File: config.mk
export PLATFORM = sky130hd
export DESIGN_NAME = mcu_interrupt_enable_and_merge
export DESIGN_NICKNAME = d
export VERILOG_FILES = /design/src/shared/mcu_irq_pkg.sv /design/src/rtl/irq_priority_encoder.sv /design/src/rtl/mcu_interrupt_enable_and_merge.sv
export VERILOG_INCLUDE_DIRS = /design/src /design/src/shared
export SDC_FILE = /design/constraint.sdc
export NUM_CORES = 1
export LEC_CHECK = 0
export BUFFER_PORTS_ARGS = -buffer_cell sky130_fd_sc_hd__buf_4
export CAP_MARGIN = 10
export CELL_PAD_IN_SITES_DETAIL_PLACEMENT = 0
export CELL_PAD_IN_SITES_GLOBAL_PLACEMENT = 1
export CORE_ASPECT_RATIO = 1.5
export CORE_MARGIN = 4
export CORE_UTILIZATION = 43
export DETAILED_ROUTE_END_ITERATION = 6
export PLACE_DENSITY_LB_ADDON = 0.1
export SLEW_MARGIN = 20
export SYNTH_ARGS = -nofsm -noshare
export SYNTH_HDL_FRONTEND = slang
export SYNTH_SLANG_ARGS = --single-unit
export TNS_END_PERCENT = 10
File: constraint.sdc
create_clock -name clk_sys -period 10.62 [get_ports clk_sys]
set_clock_uncertainty 0.2 [all_clocks]
set_input_delay 0.531 -clock clk_sys [delete_from_list [all_inputs] [get_ports clk_sys]]
set_output_delay 0.531 -clock clk_sys [all_outputs]
set_load 0.01 [all_outputs]
File: src/shared/mcu_irq_regs.svh
/*
 Constants for the core interrupt enable and merge block: register
 addresses, field positions, reset values and entry addresses.
 Assumes an 8-bit special-function bus and an external bus with 16-bit addresses and 8-bit data.
*/
// Functional notes
// - The five standard sources keep fixed entry addresses 0023h, 001Bh, 0013h, 000Bh, 0003h, and reset enters at 0000h.
// - Enable bits 0..4 gate external 0, timer 0, external 1, timer 1 and serial, 1 enables, all reset to 0.
// - Bit 7 is a global gate that blocks all five standard requests to the core at 0, and bits 5 and 6 are reserved.
// - The enable register sits at special-function address A8h and also answers to an alias name.
// - All internal peripheral requests are ORed into the single external interrupt 0 request.
// - After reset external interrupt 0 is edge sensed until firmware changes the sense mode.
// - A vector register names the active internal source and encodes 60 vectors.
// - Any write to the vector register retires the current vector and loads the next, and it reads 00h when idle.
// - The vector is group in bits 7-4, source in bits 3-1 and a zero bit 0, group 8 highest.
// - Priority is fixed in hardware with vector 0x88 highest and 0x12 lowest.
`ifndef MCU_IRQ_REGS_SVH
`define MCU_IRQ_REGS_SVH

// ****************************************************************
// Register addresses
// ****************************************************************
`define SFR_IRQ_ENABLE    8'hA8
`define SFR_SENSE_CTRL    8'h88
`define XADDR_IRQ_VECTOR  16'hFF92

// ****************************************************************
// Field positions
// ****************************************************************
`define BIT_EXT0_EN       0
`define BIT_TIMER0_EN     1
`define BIT_EXT1_EN       2
`define BIT_TIMER1_EN     3
`define BIT_SERIAL_EN     4
`define BIT_GLOBAL_GATE   7
`define BIT_SENSE_EDGE    0

// ****************************************************************
// Reset values
// ****************************************************************
`define RST_IRQ_ENABLE    8'h00
`define RST_SENSE_EDGE    1'b1
`define RST_VECTOR        8'h00

// ****************************************************************
// Vectors and entry addresses
// ****************************************************************
`define VEC_LOWEST        8'h12
`define VEC_HIGHEST       8'h88
`define NUM_VEC_SRC       60
`define ENTRY_RESET       16'h0000
`define ENTRY_EXT0        16'h0003
`define ENTRY_TIMER0      16'h000B
`define ENTRY_EXT1        16'h0013
`define ENTRY_TIMER1      16'h001B
`define ENTRY_SERIAL      16'h0023

`endif

File: src/shared/mcu_irq_pkg.sv
/*
 Types for the core interrupt enable and merge block.
 Assumes the constants header is included alongside.
*/
package mcu_irq_pkg;
   typedef logic [7:0]  irq_vector_t;
   typedef logic [5:0]  vec_index_t;
   typedef logic [15:0] entry_addr_t;
   typedef logic [59:0] vec_pending_t;
endpackage

File: src/rtl/irq_priority_encoder.sv
/*
 Fixed-priority encoder from pending internal sources to a vector.
 Assumes bit k of the pending set stands for vector 12h plus 2k.
*/
`timescale 1ns/1ns
`default_nettype none
`include "mcu_irq_regs.svh"
module irq_priority_encoder
   import mcu_irq_pkg::*;
(
   input  wire  vec_pending_t pending,
   output irq_vector_t        vector
);

   // ****************************************************************
   // Encoder
   // ****************************************************************
   // Highest vector wins, so group outranks source
   function automatic irq_vector_t encode(input vec_pending_t p);
      irq_vector_t v;
      v = `RST_VECTOR;
      for (int k = 0; k < `NUM_VEC_SRC; k++)
      begin
         if (p[k])
         begin
            v = 8'(`VEC_LOWEST + 8'(2 * k));
         end
      end
      return v;
   endfunction

   always_comb
   begin
      vector = encode(pending);
   end

endmodule
`default_nettype wire

File: src/rtl/mcu_interrupt_enable_and_merge.sv
/*
 Interrupt enable register, standard source gating and entry address
 selection, and merging of internal requests into external interrupt 0
 with a vector register.
 Assumes requests and acknowledge come from logic on clk_sys.
*/
`timescale 1ns/1ns
`default_nettype none
`include "mcu_irq_regs.svh"
module mcu_interrupt_enable_and_merge
   import mcu_irq_pkg::*;
(
   input  wire  logic         clk_sys,
   input  wire  logic         nrst,
   input  wire  logic [7:0]   sfrAddr,
   input  wire  logic         sfrWrEn,
   input  wire  logic [7:0]   sfrWrData,
   input  wire  logic         sfrRdEn,
   output logic [7:0]         sfrRdData,
   input  wire  logic [15:0]  xAddr,
   input  wire  logic         xWrEn,
   input  wire  logic         xRdEn,
   output logic [7:0]         xRdData,
   input  wire  vec_pending_t periphReq,
   input  wire  logic         timer0Req,
   input  wire  logic         ext1Req,
   input  wire  logic         timer1Req,
   input  wire  logic         serialReq,
   input  wire  logic         coreAck,
   output logic               peripheralIrqLineN,
   output logic               extIrq0EdgeMode,
   output logic               coreIrqReq,
   output entry_addr_t        coreEntryAddr
);

   // ****************************************************************
   // State
   // ****************************************************************
   logic [7:0]   enableReg,   enableNext;
   logic         senseReg,    senseNext;
   vec_pending_t pendingReg,  pendingNext;
   irq_vector_t  vectorReg,   vectorNext;
   logic         lineNReg,    lineNNext;
   logic         lineDlyReg,  lineDlyNext;
   logic         edgeFlagReg, edgeFlagNext;
   logic         reqReg,      reqNext;
   entry_addr_t  entryReg,    entryNext;
   logic [7:0]   sfrRdReg,    sfrRdNext;
   logic [7:0]   xRdReg,      xRdNext;

   logic         retire;
   logic         ext0Active;
   logic [4:0]   stdReq;

   function automatic vec_index_t vecIndex(input irq_vector_t v);
      irq_vector_t d;
      d = 8'(v - `VEC_LOWEST);
      return d[6:1];
   endfunction

   irq_priority_encoder encoder
   (
      .pending (pendingNext),
      .vector  (vectorNext)
   );

   // ****************************************************************
   // Next state
   // ****************************************************************
   always_comb
   begin
      enableNext = enableReg;
      senseNext  = senseReg;
      if (sfrWrEn && sfrAddr == `SFR_IRQ_ENABLE)
      begin
         enableNext = sfrWrData;
      end
      if (sfrWrEn && sfrAddr == `SFR_SENSE_CTRL)
      begin
         senseNext = sfrWrData[`BIT_SENSE_EDGE];
      end

      retire      = xWrEn && xAddr == `XADDR_IRQ_VECTOR;
      pendingNext = pendingReg;
      if (retire && vectorReg != `RST_VECTOR)
      begin
         pendingNext[vecIndex(vectorReg)] = 1'b0;
      end
      // New request wins over a retire in the same cycle
      pendingNext = pendingNext | periphReq;

      lineNNext   = ~(|pendingNext);
      lineDlyNext = lineNReg;

      ext0Active = senseReg ? edgeFlagReg : ~lineNReg;
      stdReq = {serialReq, timer1Req, ext1Req, timer0Req, ext0Active}
               & enableReg[`BIT_SERIAL_EN:`BIT_EXT0_EN]
               & {5{enableReg[`BIT_GLOBAL_GATE]}};

      reqNext   = |stdReq;
      entryNext = `ENTRY_RESET;
      // Standard fixed order, external 0 first
      if (stdReq[`BIT_EXT0_EN])
         entryNext = `ENTRY_EXT0;
      else if (stdReq[`BIT_TIMER0_EN])
         entryNext = `ENTRY_TIMER0;
      else if (stdReq[`BIT_EXT1_EN])
         entryNext = `ENTRY_EXT1;
      else if (stdReq[`BIT_TIMER1_EN])
         entryNext = `ENTRY_TIMER1;
      else if (stdReq[`BIT_SERIAL_EN])
         entryNext = `ENTRY_SERIAL;

      edgeFlagNext = edgeFlagReg;
      if (coreAck && reqReg && entryReg == `ENTRY_EXT0)
      begin
         edgeFlagNext = 1'b0;
      end
      if (lineDlyReg && !lineNReg)
      begin
         edgeFlagNext = 1'b1;
      end

      sfrRdNext = sfrRdReg;
      if (sfrRdEn)
      begin
         case (sfrAddr)
            `SFR_IRQ_ENABLE: sfrRdNext = enableReg;
            `SFR_SENSE_CTRL: sfrRdNext = {7'h0, senseReg};
            default:         sfrRdNext = 8'h00;
         endcase
      end
      xRdNext = xRdReg;
      if (xRdEn)
      begin
         xRdNext = (xAddr == `XADDR_IRQ_VECTOR) ? vectorReg : 8'h00;
      end
   end

   // ****************************************************************
   // Registers
   // ****************************************************************
   always_ff @(posedge clk_sys or negedge nrst)
   begin
      if (!nrst)
      begin
         enableReg   <= `RST_IRQ_ENABLE;
         senseReg    <= `RST_SENSE_EDGE;
         pendingReg  <= '0;
         vectorReg   <= `RST_VECTOR;
         lineNReg    <= 1'b1;
         lineDlyReg  <= 1'b1;
         edgeFlagReg <= 1'b0;
         reqReg      <= 1'b0;
         entryReg    <= `ENTRY_RESET;
         sfrRdReg    <= 8'h00;
         xRdReg      <= 8'h00;
      end
      else
      begin
         enableReg   <= enableNext;
         senseReg    <= senseNext;
         pendingReg  <= pendingNext;
         vectorReg   <= vectorNext;
         lineNReg    <= lineNNext;
         lineDlyReg  <= lineDlyNext;
         edgeFlagReg <= edgeFlagNext;
         reqReg      <= reqNext;
         entryReg    <= entryNext;
         sfrRdReg    <= sfrRdNext;
         xRdReg      <= xRdNext;
      end
   end

   assign sfrRdData          = sfrRdReg;
   assign xRdData            = xRdReg;
   assign peripheralIrqLineN = lineNReg;
   assign extIrq0EdgeMode    = senseReg;
   assign coreIrqReq         = reqReg;
   assign coreEntryAddr      = entryReg;

   // ****************************************************************
   // Checks
   // ****************************************************************
   chk_gate_blocks_all: assert property (
      @(posedge clk_sys) disable iff (!nrst)
      !enableReg[`BIT_GLOBAL_GATE] |=> !coreIrqReq)
      else $error("request passed a closed global gate");

   chk_serial_disabled: assert property (
      @(posedge clk_sys) disable iff (!nrst)
      !enableReg[`BIT_SERIAL_EN] |=> coreEntryAddr != `ENTRY_SERIAL)
      else $error("disabled serial source selected");

   chk_ext0_first: assert property (
      @(posedge clk_sys) disable iff (!nrst)
      enableReg[`BIT_GLOBAL_GATE] && enableReg[`BIT_EXT0_EN] && ext0Active
      |=> coreIrqReq && coreEntryAddr == `ENTRY_EXT0)
      else $error("external 0 not taken at 0003h");

   chk_enable_write: assert property (
      @(posedge clk_sys) disable iff (!nrst)
      sfrWrEn && sfrAddr == `SFR_IRQ_ENABLE
      |=> enableReg == $past(sfrWrData))
      else $error("enable register write lost");

   chk_enable_read: assert property (
      @(posedge clk_sys) disable iff (!nrst)
      sfrRdEn && sfrAddr == `SFR_IRQ_ENABLE
      |=> sfrRdData == $past(enableReg))
      else $error("enable register read wrong");

   chk_line_follows_req: assert property (
      @(posedge clk_sys) disable iff (!nrst)
      periphReq != '0 |=> !peripheralIrqLineN)
      else $error("merged line not asserted");

   chk_line_releases: assert property (
      @(posedge clk_sys) disable iff (!nrst)
      peripheralIrqLineN == (vectorReg == `RST_VECTOR))
      else $error("merged line disagrees with vector");

   chk_vector_shape: assert property (
      @(posedge clk_sys) disable iff (!nrst)
      vectorReg[0] == 1'b0 && (vectorReg == `RST_VECTOR
         || (vectorReg >= `VEC_LOWEST && vectorReg <= `VEC_HIGHEST)))
      else $error("vector out of shape");

   chk_top_wins: assert property (
      @(posedge clk_sys) disable iff (!nrst)
      periphReq[`NUM_VEC_SRC-1] |=> vectorReg == `VEC_HIGHEST)
      else $error("highest vector not chosen");

   chk_retire_clears: assert property (
      @(posedge clk_sys) disable iff (!nrst)
      retire && vectorReg != `RST_VECTOR && !periphReq[vecIndex(vectorReg)]
      |=> !pendingReg[vecIndex($past(vectorReg))])
      else $error("retired vector still pending");

   chk_edge_sets_flag: assert property (
      @(posedge clk_sys) disable iff (!nrst)
      lineDlyReg && !lineNReg |=> edgeFlagReg)
      else $error("falling edge not latched");

endmodule
`default_nettype wire

==> summary.txt, run 1 <==
Route
  • Routed wl met2: around 8.5 mm
  • Vias per cell: between 5 and 6
  • DRC viols: 0
  • DRT iter0 DRCs: around 270
  • Detail Route Antenna Nets: 0
  • Final wirelength: between 15 and 20 mm
  • Top sig layer: met4
  • Routed length per instance: approximately 18 µm
  • DR pass1 iterations: 5
  • Post-Route M1 WL: around 5.7 mm
  • Via count: approximately 4700
  • DR WL met3: 709 µm

Synthesis
  • Cell taking the most area after synthesis: dfrtp_1
  • Ys flop type: dfrtp_1
  • Mapped Area: 5240 µm²
  • Synth warnings: 0
  • Mapped Cells: just under 600
  • Share of flip-flops with an asynchronous set or reset: 100%
  • Register area share after synthesis: 47.4%
  • Syn avg cell area: ~9 µm²
  • Number of synthesized flops with an enable pin: 0
  • Unique masters post-synth: between 50 and 60
  • Area contributors post-synth: dfrtp_1, nand2_1, inv_1, a21oi_1, o21ai_0
  • Synthesized flop and latch total: approximately 100
  • Yosys top cell area share: approximately 46%

Run
  • Max-Cap Viols: 0

Clock network
  • Post-CTS Setup Bufs: 0
  • Root buffer selected by CTS: clkbuf_16
  • Reg clk slew, reported paths: approximately 0.070 ns
  • Clock sink count: 99
  • Hold buffer count at CTS: 0
  • H-tree levels: 3
  • Post-cts sizing count: 0
  • CTS tree: built
  • Deepest clock path buffer count: 2
  • Clk_lat worst skew: approximately 0.35 ns
  • Total CTS buffers: 9

Timing
  • Setup TNS: 0 ns
  • Minimum hold slack: about 0.012 ns
  • Fin crit share: ~44%
  • Setup violations, final: 0
  • Max frequency: 0.213 GHz
  • Slew Viols, Final: 0
  • Final min period: approximately 4.7 ns
  • RSZ-0062 raised after global routing: no
  • Max transition margin: between 40 and 50%
  • Final Hold Viols: 0
  • Worst-Margin Slew: between 0.7 and 0.8 ns

Worst setup path
  • CP peak stage delay: between 0.7 and 0.8 ns
  • Worst reg2reg endpoint: vectorReg[5]$_DFF_PN0_
  • Worst Reg-to-Reg Cells: 11
  • Crit. End Element: flop
  • Slowest CP cell: nor3_2
  • Critical path class: flop to flop
  • CP Launch Type: flop
  • Crit path to: vectorReg[5]$_DFF_PN0_
  • Reg2Reg Launch Point: vectorReg[1]$_DFF_PN0_
  • WP data required: 10.66 ns
  • Critical Path Start: vectorReg[1]$_DFF_PN0_
  • R2R setup slack: 5.93 ns
  • Crit-path cells: inv_1 -> ha_1 -> xnor2_1 -> nand4_1 -> nor3_2 -> a21boi_0 -> a2111oi_0 -> nand4_1 -> nand2b_1 -> nor2b_1 -> o21ba_2
  • Most frequent CP cell: nand4_1
  • CP arrival: between 4 and 5 ns
  • Crit-path max FO: 14

Power
  • Leakage: between 2 and 3 nW
  • Power Density: ~120 nW/µm²
  • Total power: ~0.77 mW
  • Maximum vdd drop: between 0.00008 and 0.00009 V

Global route
  • First-pass GRT wire length: roughly 25 mm
  • Pin count of the biggest net entering global routing: 53
  • Vias in the first global route: ~5000
  • Total track usage: approximately 22%
  • Total grt overflow: 0
  • Antenna violations before repair: 0

Die
  • IO Count: approximately 140
  • Rows: ~50
  • Die Footprint: between 10000 and 15000 µm²
  • Chip height: approximately 140 µm
  • Initial Util: a little over two fifths
  • Floorplan die width: about 98 µm
  • Core Box Area: roughly 12000 µm²

Placed design
  • RePlAce Congestion: between 0.8 and 0.9
  • # port buffers: between 100 and 150
  • Hpwl dp: 12.2 mm

Min path
  • Worst min-delay path category: input port to asynchronous set/reset pin

Cells and area
  • Area growth syn-to-layout: 26.5%
  • Nets@finish: between 800 and 900
  • Antenna Cells: 0
  • Share of cells above drive strength 1: about a quarter

Outcome
  • Status: completed
-- worst min path at each step --
stage / slack [ns] / end / depth (start not counted) / start
6_report: 0.01 / xRdData[3]$_DFFE_PN0P_ / 1 / nrst
3_5_place_dp: 0.21 / lineDlyReg$_DFF_PN1_ / 0 / peripheralIrqLineN$_DFF_PN1_
2_1_floorplan: 0.04 / coreEntryAddr[1]$_DFF_PN0_ / 0 / nrst
4_1_cts: 0.03 / xRdData[3]$_DFFE_PN0P_ / 1 / nrst
5_1_grt: 0.06 / xRdData[3]$_DFFE_PN0P_ / 1 / nrst
3_3_place_gp: 0.20 / lineDlyReg$_DFF_PN1_ / 0 / peripheralIrqLineN$_DFF_PN1_
-- critical path: cells and delay by family (launching register included) --
family	cells	cell delay, ns
AOI/OAI and AO/OA	3	1.22
xor gates and xnor gates	1	0.25
adders and majority gates	1	0.39
buffers and inverters	1	0.15
DFF	1	0.60
and+or+nand+nor	5	1.77
-- power breakdown --
part	internal [mW]	leakage [nW]	total [mW]	switching [mW]
sequential	0.379	1.04	0.380	0.00152
combinational	0.0275	1.38	0.0480	0.0205
clock	0.192	0.146	0.339	0.148
total	0.598	2.57	0.768	0.170
-- per-stage QoR --
stage / setup WS [ns] / util (%) / std cells / cell area [µm²]
after floorplan: 6.89 / - / 595 / 5280
after global placement: 5.67 / 52.7 / 851 / 6300
after detailed placement: 5.71 / 52.7 / 851 / 6300
after CTS: 5.66 / 55.3 / 867 / 6610
after global routing: 5.70 / 55.4 / 867 / 6630
final: 5.93 / 55.4 / 867 / 6630
-- logic make-up after synthesis --
family	after synthesis	synth area share, %
AND/OR/NAND/NOR	221	21.3
AO/OA/AOI/OAI	163	21.4
flip-flops	99	47.4
buffers and inverters	88	7.38
multiplexers	10	2.15
adder cells (fa/ha/maj)	1	0.239
other	1	0.0716
XOR/XNOR	1	0.167
-- state kept, by name, summed over array words and instances, names as in the netlist --
| signal | count |
|---|---|
| coreEntryAddr | 4 |
| vectorReg | 7 |
| xRdData | 7 |
| enableReg | 8 |
| coreIrqReq | 1 |
| peripheralIrqLineN | 1 |
| lineDlyReg | 1 |
| sfrRdData | 8 |
| pendingReg | 60 |
| extIrq0EdgeMode | 1 |
| edgeFlagReg | 1 |
-- cell type report --
type / count / area [µm²]
fillers: 1130 / 5330
flip-flops and latches: 99 / 2480
multi-input cells: 408 / 2440
repair buffers: 129 / 968
clock buffers: 10 / 239
inverters: 62 / 233
well taps: 153 / 191
clock inverters: 6 / 71.3
-- cell usage after synthesis, types with 3 or more instances --
cell	count
and3_1	3
o211ai_1	3
nand3_1	16
a21o_1	16
o21bai_1	8
buf_4	13
o21ai_0	31
nor2b_1	8
and4_1	5
or4_1	4
a21oi_1	46
nand2_1	82
a211o_1	6
nor4_1	9
dfstp_2	3
a211oi_1	6
nand4_1	5
dfrtp_1	96
nor2_1	36
nor3b_1	3
mux2_2	10
or2_2	5
o2111ai_1	9
nor3_1	18
inv_1	62
a31o_2	3
nand2b_1	12
a21boi_0	5
a31oi_1	7
clkbuf_1	11
a2111oi_0	8
-- cells in the final DEF, fill, tap and decap left out, types with 4 or more instances in the layout --
master / instances
nor2b_1: 8
buf_4: 129
nand2_1: 82
nor3_1: 16
nor4_1: 7
a21o_1: 16
mux2_2: 10
inv_1: 62
nor2_1: 36
a21oi_1: 46
and4_1: 5
nand2b_1: 12
conb_1: 12
or2_2: 5
a211oi_1: 6
o2111ai_1: 9
a31oi_1: 7
clkbuf_16: 9
nand3_1: 16
a211o_1: 6
o21ai_0: 31
a21boi_0: 5
o21bai_1: 8
or4_1: 4
a2111oi_0: 7
dfrtp_1: 96
nand4_1: 5
-- layer usage --
| metal | vias up | track usage [%] |
|---|---|---|
| li1 | 2285 | - |
| met2 | 137 | 42.2 |
| met4 | 0 | 10.4 |
| met3 | 29 | 4.64 |
| met1 | 2251 | 23.9 |
| met5 | - | 0 |
(Power assumes the default switching activity.)
==> run 2, diff against run 1 <==
--- a/config.mk
+++ b/config.mk
@@ -12,7 +12,7 @@
 export CELL_PAD_IN_SITES_GLOBAL_PLACEMENT = 1
 export CORE_ASPECT_RATIO = 1.5
 export CORE_MARGIN = 4
-export CORE_UTILIZATION = 43
+export CORE_UTILIZATION = 39
 export DETAILED_ROUTE_END_ITERATION = 6
 export PLACE_DENSITY_LB_ADDON = 0.1
 export SLEW_MARGIN = 20
==> constraint.sdc (replaced) <==
create_clock -name clk_sys -period 4.6 [get_ports clk_sys]
set_clock_uncertainty 0.2 [all_clocks]
set_input_delay 0.23 -clock clk_sys [delete_from_list [all_inputs] [get_ports clk_sys]]
set_output_delay 0.23 -clock clk_sys [all_outputs]
set_load 0.01 [all_outputs]
==> summary.txt, run 2 (same netlist as run 1, synthesis figures left out) <==
Outcome
  • Status: completed (unchanged)

Worst setup path
  • Reg2Reg Launch Point: vectorReg[2]$_DFF_PN0_ (was vectorReg[1]$_DFF_PN0_)
  • Crit. End Element: flop (unchanged)
  • Crit-path cells: inv_1 -> ha_1 -> or3b_2 -> a21oi_1 -> or2_2 -> a31oi_1 -> buf_4 -> a2111oi_0 -> nand4_1 -> nand2b_1 -> nor2b_1 -> o21ba_2 (was inv_1 -> ha_1 -> xnor2_1 -> nand4_1 -> nor3_2 -> a21boi_0 -> a2111oi_0 -> nand4_1 -> nand2b_1 -> nor2b_1 -> o21ba_2)
  • WP data required: 4.64 ns (was 10.66 ns)
  • WP buf/inv: 2 (was 1)
  • Slowest CP cell: a2111oi_0 (was nor3_2)
  • Critical path class: flop to flop (unchanged)
  • CP peak stage delay: 0.65 ns (was 0.77 ns)
  • R2R setup slack: 0.48 ns (was 5.93 ns)
  • CP Launch Type: flop (unchanged)
  • Worst reg2reg endpoint: vectorReg[5]$_DFF_PN0_ (unchanged)
  • Worst Reg-to-Reg Cells: 12 (was 11)
  • Crit-path max FO: 14 (unchanged)
  • Largest delay share family, worst path: simple AND/OR/NAND/NOR gates (unchanged)
  • CP arrival: 4.16 ns (was 4.72 ns)

Timing
  • Final WS setup: 0.477 ns (was 5.93 ns)
  • Minimum hold slack: 0.0135 ns (was 0.0115 ns)
  • Max frequency: 0.243 GHz (was 0.213 GHz)
  • Worst-Margin Slew: 0.815 ns (was 0.792 ns)
  • Fin crit share: 89.6% (was 44.1%)
  • Setup violations, final: 0 (unchanged)
  • RSZ-0062 raised after global routing: no (unchanged)
  • Setup TNS: 0 ns (unchanged)
  • Slew Viols, Final: 0 (unchanged)
  • Final Hold Viols: 0 (unchanged)
  • Final min period: 4.12 ns (was 4.69 ns)
  • Max transition margin: 45.7% (was 45.8%)

Route
  • Routed length per instance: 18.3 µm (was 17.7 µm)
  • DRC viols: 0 (unchanged)
  • DR pass1 iterations: 4 (was 5)
  • Final wirelength: 17.4 mm (was 15.3 mm)
  • Detail Route Antenna Nets: 0 (unchanged)
  • Via count: 5030 (was 4702)
  • DRT iter0 DRCs: 265 (was 274)
  • Vias per cell: 5.29 (was 5.42)

Placed design
  • Hpwl dp: 13.5 mm (was 12.2 mm)
  • Inst Count DP: 873 (was 851)
  • Pre-CTS WS: 0.542 ns (was 5.71 ns)
  • RePlAce Congestion: 0.937 (was 0.861)
  • # port buffers: 125 (unchanged)
  • Area after DPL: 6420 µm² (was 6300 µm²)

Min path
  • Hold Path Sink: edgeFlagReg$_DFFE_PN0P_
  • Hold Path Cell Cnt: 4
  • Worst min-delay path category: input port to flop (was input port to asynchronous set/reset pin)
  • HP Start: coreAck

Die
  • Die Footprint: 15400 µm² (was 14000 µm²)
  • Chip height: 150 µm (was 143 µm)
  • IO Count: 138 (unchanged)
  • Initial Util: 40.0% (was 43.8%)
  • Rows: 51 (was 49)
  • Core Box Area: 13100 µm² (was 12000 µm²)
  • Floorplan die width: 103 µm (was 98.1 µm)

Cells and area
  • Final Cell Area: 7350 µm² (was 6630 µm²)
  • Most frequent cells in the layout: buf_4, dfrtp_1, nand2_1 (unchanged)
  • Most flop-heavy register: pendingReg (unchanged)
  • Share of cells above drive strength 1: 24.1% (was 25.2%)
  • Commonest non-fill, non-tap cell in the layout: buf_4 (unchanged)
  • Nets@finish: 891 (was 813)
  • Max reg flops: 60 (unchanged)
  • Area growth syn-to-layout: 40.3% (was 26.5%)
  • Utilization after layout: 56.2% (was 55.4%)
  • Fin cells: 951 (was 867)
  • Antenna Cells: 0 (unchanged)

Power
  • Maximum vdd drop: 0.000159 V (was 0.0000831 V)
  • Power Density: 247 nW/µm² (was 116 nW/µm²)
  • Total power: 1.81 mW (was 0.768 mW)
  • Leakage: 2.90 nW (was 2.57 nW)

Run
  • Max-Cap Viols: 0 (unchanged)

Global route
  • Antenna violations before repair: 0 (unchanged)
  • Pin count of the biggest net entering global routing: 64 (was 53)
  • Vias in the first global route: 5258 (was 4972)
  • First-pass GRT wire length: 27.4 mm (was 24.8 mm)
  • Total track usage: 23.4% (was 22.5%)
  • Total grt overflow: 0 (unchanged)

Clock network
  • CTS tree: built (unchanged)
  • Root buffer selected by CTS: clkbuf_16 (unchanged)
  • Hold buffer count at CTS: 62 (was 0)
  • Reg clk slew, reported paths: 0.07 ns (about the same)
  • Post-cts sizing count: 0 (unchanged)
  • Total CTS buffers: 9 (unchanged)
  • Post-CTS Setup Bufs: 0 (unchanged)
  • Deepest clock path buffer count: 2 (unchanged)
  • Clock sink count: 99 (unchanged)
  • H-tree levels: 3 (unchanged)
  • Clk_lat worst skew: 0.35 ns (about the same)
-- run 2: cell count changes in the layout (fill, tap and decap cells not counted), sizes merged --
cell,before,now
clkinv,0,3
inv,65,64
dlygate4sd3,0,62
buf,129,145
clkinvlp,2,0
-- run 2: how the worst max path moves through the flow --
stage                      startpoint                      endpoint  slack, ns  cells past startpoint
2_1_floorplan  vectorReg[1]$_DFF_PN0_  peripheralIrqLineN$_DFF_PN1_       0.87                     14
4_1_cts        vectorReg[2]$_DFF_PN0_        vectorReg[5]$_DFF_PN0_       0.52                     12
3_3_place_gp   vectorReg[2]$_DFF_PN0_        vectorReg[5]$_DFF_PN0_       0.61                     12
6_report       vectorReg[2]$_DFF_PN0_        vectorReg[5]$_DFF_PN0_       0.48                     12
5_1_grt        vectorReg[2]$_DFF_PN0_        vectorReg[2]$_DFF_PN0_       0.12                     12
3_5_place_dp   vectorReg[2]$_DFF_PN0_        vectorReg[5]$_DFF_PN0_       0.54                     12
-- run 2: layout make-up --
cell class / count / area [µm²]
clock buffer: 10 / 229
fill: 1194 / 5730
tap: 159 / 199
timing repair buffer: 207 / 1720
sequential: 99 / 2480
inverter: 62 / 233
multi-input combinational: 408 / 2410
clock inverter: 6 / 73.8
-- run 2: report_power, final --
part           total (mW)  leakage [nW]  internal [mW]  switching, mW
registers           0.878          1.04          0.874        0.00414
logic               0.154          1.71         0.0977         0.0562
clock network       0.781         0.148          0.429          0.351
-- run 2: routing by layer --
layer / vias to the layer above / wire [µm] / track usage, % / part of all wire, %
met5: - / 0 / 0 / 0
met4: 0 / 458 / 8.60 / 2.6
met3: 22 / 843 / 2.75 / 4.8
met2: 154 / 9340 / 42.5 / 54
met1: 2415 / 6800 / 27.8 / 39
li1: 2439 / - / - / -
-- run 2: worst reg2reg max path, stage by stage (launching register included) --
cell	delay (ns)
dfrtp_1	0.50
inv_1	0.08
ha_1	0.34
or3b_2	0.51
a21oi_1	0.39
or2_2	0.27
a31oi_1	0.10
buf_4	0.16
a2111oi_0	0.65
nand4_1	0.25
nand2b_1	0.23
nor2b_1	0.15
o21ba_2	0.19
==> run 3, diff against run 2 <==
--- a/config.mk
+++ b/config.mk
@@ -15,6 +15,8 @@
 export CORE_UTILIZATION = 39
 export DETAILED_ROUTE_END_ITERATION = 6
 export PLACE_DENSITY_LB_ADDON = 0.1
+export REMOVE_ABC_BUFFERS = 1
+export SETUP_SLACK_MARGIN = 0.5
 export SLEW_MARGIN = 20
 export SYNTH_ARGS = -nofsm -noshare
 export SYNTH_HDL_FRONTEND = slang
==> summary.txt, run 3 (same netlist as run 1, synthesis figures left out) <==
Cells and area
  • Max reg flops: 60 (unchanged)
  • Commonest non-fill, non-tap cell in the layout: buf_4 (unchanged)
  • Most frequent cells in the layout: buf_4, dfrtp_1, nand2_1 (unchanged)
  • Most flop-heavy register: pendingReg (unchanged)
  • Antenna Cells: 0 (unchanged)
  • Area growth syn-to-layout: 41.4% (was 40.3%)
  • Share of cells above drive strength 1: 24.1% (about the same)
  • Filler Cell Count: 1206 (was 1194)
  • Utilization after layout: 56.6% (was 56.2%)
  • Nets@finish: 892 (was 891)

Clock network
  • Root buffer selected by CTS: clkbuf_16 (unchanged)
  • H-tree levels: 3 (unchanged)
  • Total CTS buffers: 9 (unchanged)
  • Clock sink count: 99 (unchanged)
  • Deepest clock path buffer count: 2 (unchanged)
  • Clk_lat worst skew: 0.35 ns (about the same)
  • CTS tree: built (unchanged)
  • Reg clk slew, reported paths: 0.08 ns (was 0.07 ns)

Worst setup path
  • Crit. End Element: flop (unchanged)
  • Slowest CP cell: dfrtp_1 (was a2111oi_0)
  • Critical path class: flop to flop (unchanged)
  • WP data required: 4.66 ns (was 4.64 ns)
  • Crit-path cells: or4_1 -> a211o_1 -> a2111oi_4 -> o21bai_2 -> a211o_1 -> a2111oi_4 -> and2b_1 -> nand3_1 -> or2_1 -> nor4_2 (was inv_1 -> ha_1 -> or3b_2 -> a21oi_1 -> or2_2 -> a31oi_1 -> buf_4 -> a2111oi_0 -> nand4_1 -> nand2b_1 -> nor2b_1 -> o21ba_2)
  • WP buf/inv: 0 (was 2)
  • Crit-path max FO: 20 (was 14)
  • CP arrival: 3.88 ns (was 4.16 ns)
  • CP peak stage delay: 0.58 ns (was 0.65 ns)
  • CP Launch Type: flop (unchanged)
  • Largest delay share family, worst path: compound AO/OA/AOI/OAI gates (was simple AND/OR/NAND/NOR gates)

Placed design
  • RePlAce Congestion: 0.866 (was 0.937)
  • # port buffers: 125 (unchanged)
  • Pre-CTS WS: 0.611 ns (was 0.542 ns)
  • Hpwl dp: 12.6 mm (was 13.5 mm)

Route
  • Final wirelength: 16.7 mm (was 17.4 mm)
  • DRC viols: 0 (unchanged)
  • Vias per cell: 5.39 (was 5.29)
  • DRT iter0 DRCs: 204 (was 265)
  • Via count: 5130 (was 5030)
  • Detail Route Antenna Nets: 0 (unchanged)
  • Routed length per instance: 17.5 µm (was 18.3 µm)
  • DR pass1 iterations: 4 (unchanged)

Timing
  • Slew Viols, Final: 0 (unchanged)
  • Final WS setup: 0.779 ns (was 0.477 ns)
  • Max transition margin: 46.0% (was 45.7%)
  • Minimum hold slack: 0.0179 ns (was 0.0135 ns)
  • Final Hold Viols: 0 (unchanged)
  • Worst-Margin Slew: 0.811 ns (was 0.815 ns)
  • Fin crit share: 83.1% (was 89.6%)
  • RSZ-0062 raised after global routing: no (unchanged)
  • Setup violations, final: 0 (unchanged)
  • Setup TNS: 0 ns (unchanged)
  • Final min period: 3.82 ns (was 4.12 ns)
  • Max frequency: 0.262 GHz (was 0.243 GHz)

Power
  • Internal Power: 1.47 mW (was 1.40 mW)
  • Leakage: 2.92 nW (was 2.90 nW)
  • Logic pwr share: 8.2% (was 8.5%)
  • Clk pwr share: 45.7% (was 43.1%)
  • Switch share: 23.0% (was 22.7%)
  • Power Density: 257 nW/µm² (was 247 nW/µm²)
  • Maximum vdd drop: 0.000169 V (was 0.000159 V)
  • Sw power: 0.438 mW (was 0.412 mW)
  • Flop pwr share: 46.1% (was 48.4%)
  • Total power: 1.91 mW (was 1.81 mW)

Outcome
  • Status: completed (unchanged)

Die
  • IO Count: 138 (unchanged)
  • Core Box Area: 13100 µm² (unchanged)
  • Die Footprint: 15400 µm² (unchanged)
  • Initial Util: 40.0% (unchanged)
  • Rows: 51 (unchanged)
  • Floorplan die width: 103 µm (unchanged)
  • Chip height: 150 µm (unchanged)

Global route
  • Vias in the first global route: 5124 (was 5258)
  • Total grt overflow: 0 (unchanged)
  • Total track usage: 21.9% (was 23.4%)
  • Antenna violations before repair: 0 (unchanged)
  • Pin count of the biggest net entering global routing: 64 (unchanged)
  • First-pass GRT wire length: 25.8 mm (was 27.4 mm)

Run
  • Max-Cap Viols: 0 (unchanged)

Min path
  • Worst min-delay path category: input port to flop (unchanged)
## run 3: cell types whose count changed in the layout (fill, tap and decap cells not counted), moves of 2 or more
| cell | delta |
|---|---|
| buf_4 | -2 |
| clkinv_4 | -2 |
| dlygate4sd3_1 | +4 |
| inv_6 | -2 |
| inv_8 | +3 |
## run 3: metrics by stage
step / cells / instance area, µm²
global placement: 868 / 6370
global route: 952 / 7400
CTS: 950 / 7380
floorplan: 569 / 5120
finish: 952 / 7400
detailed placement: 868 / 6370
## run 3: power by group through the flow
stage | Combinational [mW] | Sequential, mW | Clock [mW]
finish | 0.157 | 0.878 | 0.871
detailed placement | 0.113 | 0.896 | 0
floorplan | 0.0152 | 0.895 | 0
CTS | 0.159 | 0.878 | 0.891
global route | 0.171 | 0.879 | 0.923
global placement | 0.111 | 0.895 | 0
## run 3: area by class of cell
type | instances | area [µm²] | share of cell area, %
multi-input combinational | 408 | 2420 | 32.7
clock buffer | 9 | 225 | 3.04
inverter | 62 | 233 | 3.14
sequential | 99 | 2480 | 33.5
clock inverter | 7 | 119 | 1.61
timing repair buffer | 208 | 1730 | 23.3
tap | 159 | 199 | 2.69
## run 3: what timing repair did
action	in CTS	in global routing
gates resized for setup	0	3
endpoints found under the hold margin	140	0
setup buffers	0	2
hold buffers	66	0
setup endpoints to repair	0	7
## run 3: worst min-delay path, cell delays in order
cell	delay (ns)
buf_4	0.11
nor2_1	0.07
a31oi_1	0.10
## run 3: final timing paths
check / depth (start not counted) / to / slack (ns) / from
setup / recovery: 10 / peripheralIrqLineN$_DFF_PN1_ / 0.78 / vectorReg[6]$_DFF_PN0_
hold / removal: 3 / pendingReg[30]$_DFF_PN0_ / 0.02 / periphReq[30]
setup reg to reg: 10 / peripheralIrqLineN$_DFF_PN1_ / 0.78 / vectorReg[6]$_DFF_PN0_
hold reg to reg: 0 / lineDlyReg$_DFF_PN1_ / 0.20 / peripheralIrqLineN$_DFF_PN1_
max in group asynchronous: 3 / peripheralIrqLineN$_DFF_PN1_ / 2.83 / nrst
min in group asynchronous: 2 / sfrRdData[6]$_DFFE_PN0P_ / 0.32 / nrst
## run 3: routing by layer
metal  wire length, µm  global-route usage [%]
met1              6480                    26.0
met3               978                    3.31
met2              8680                    39.1
met4               529                    8.60
met5                 0                       0
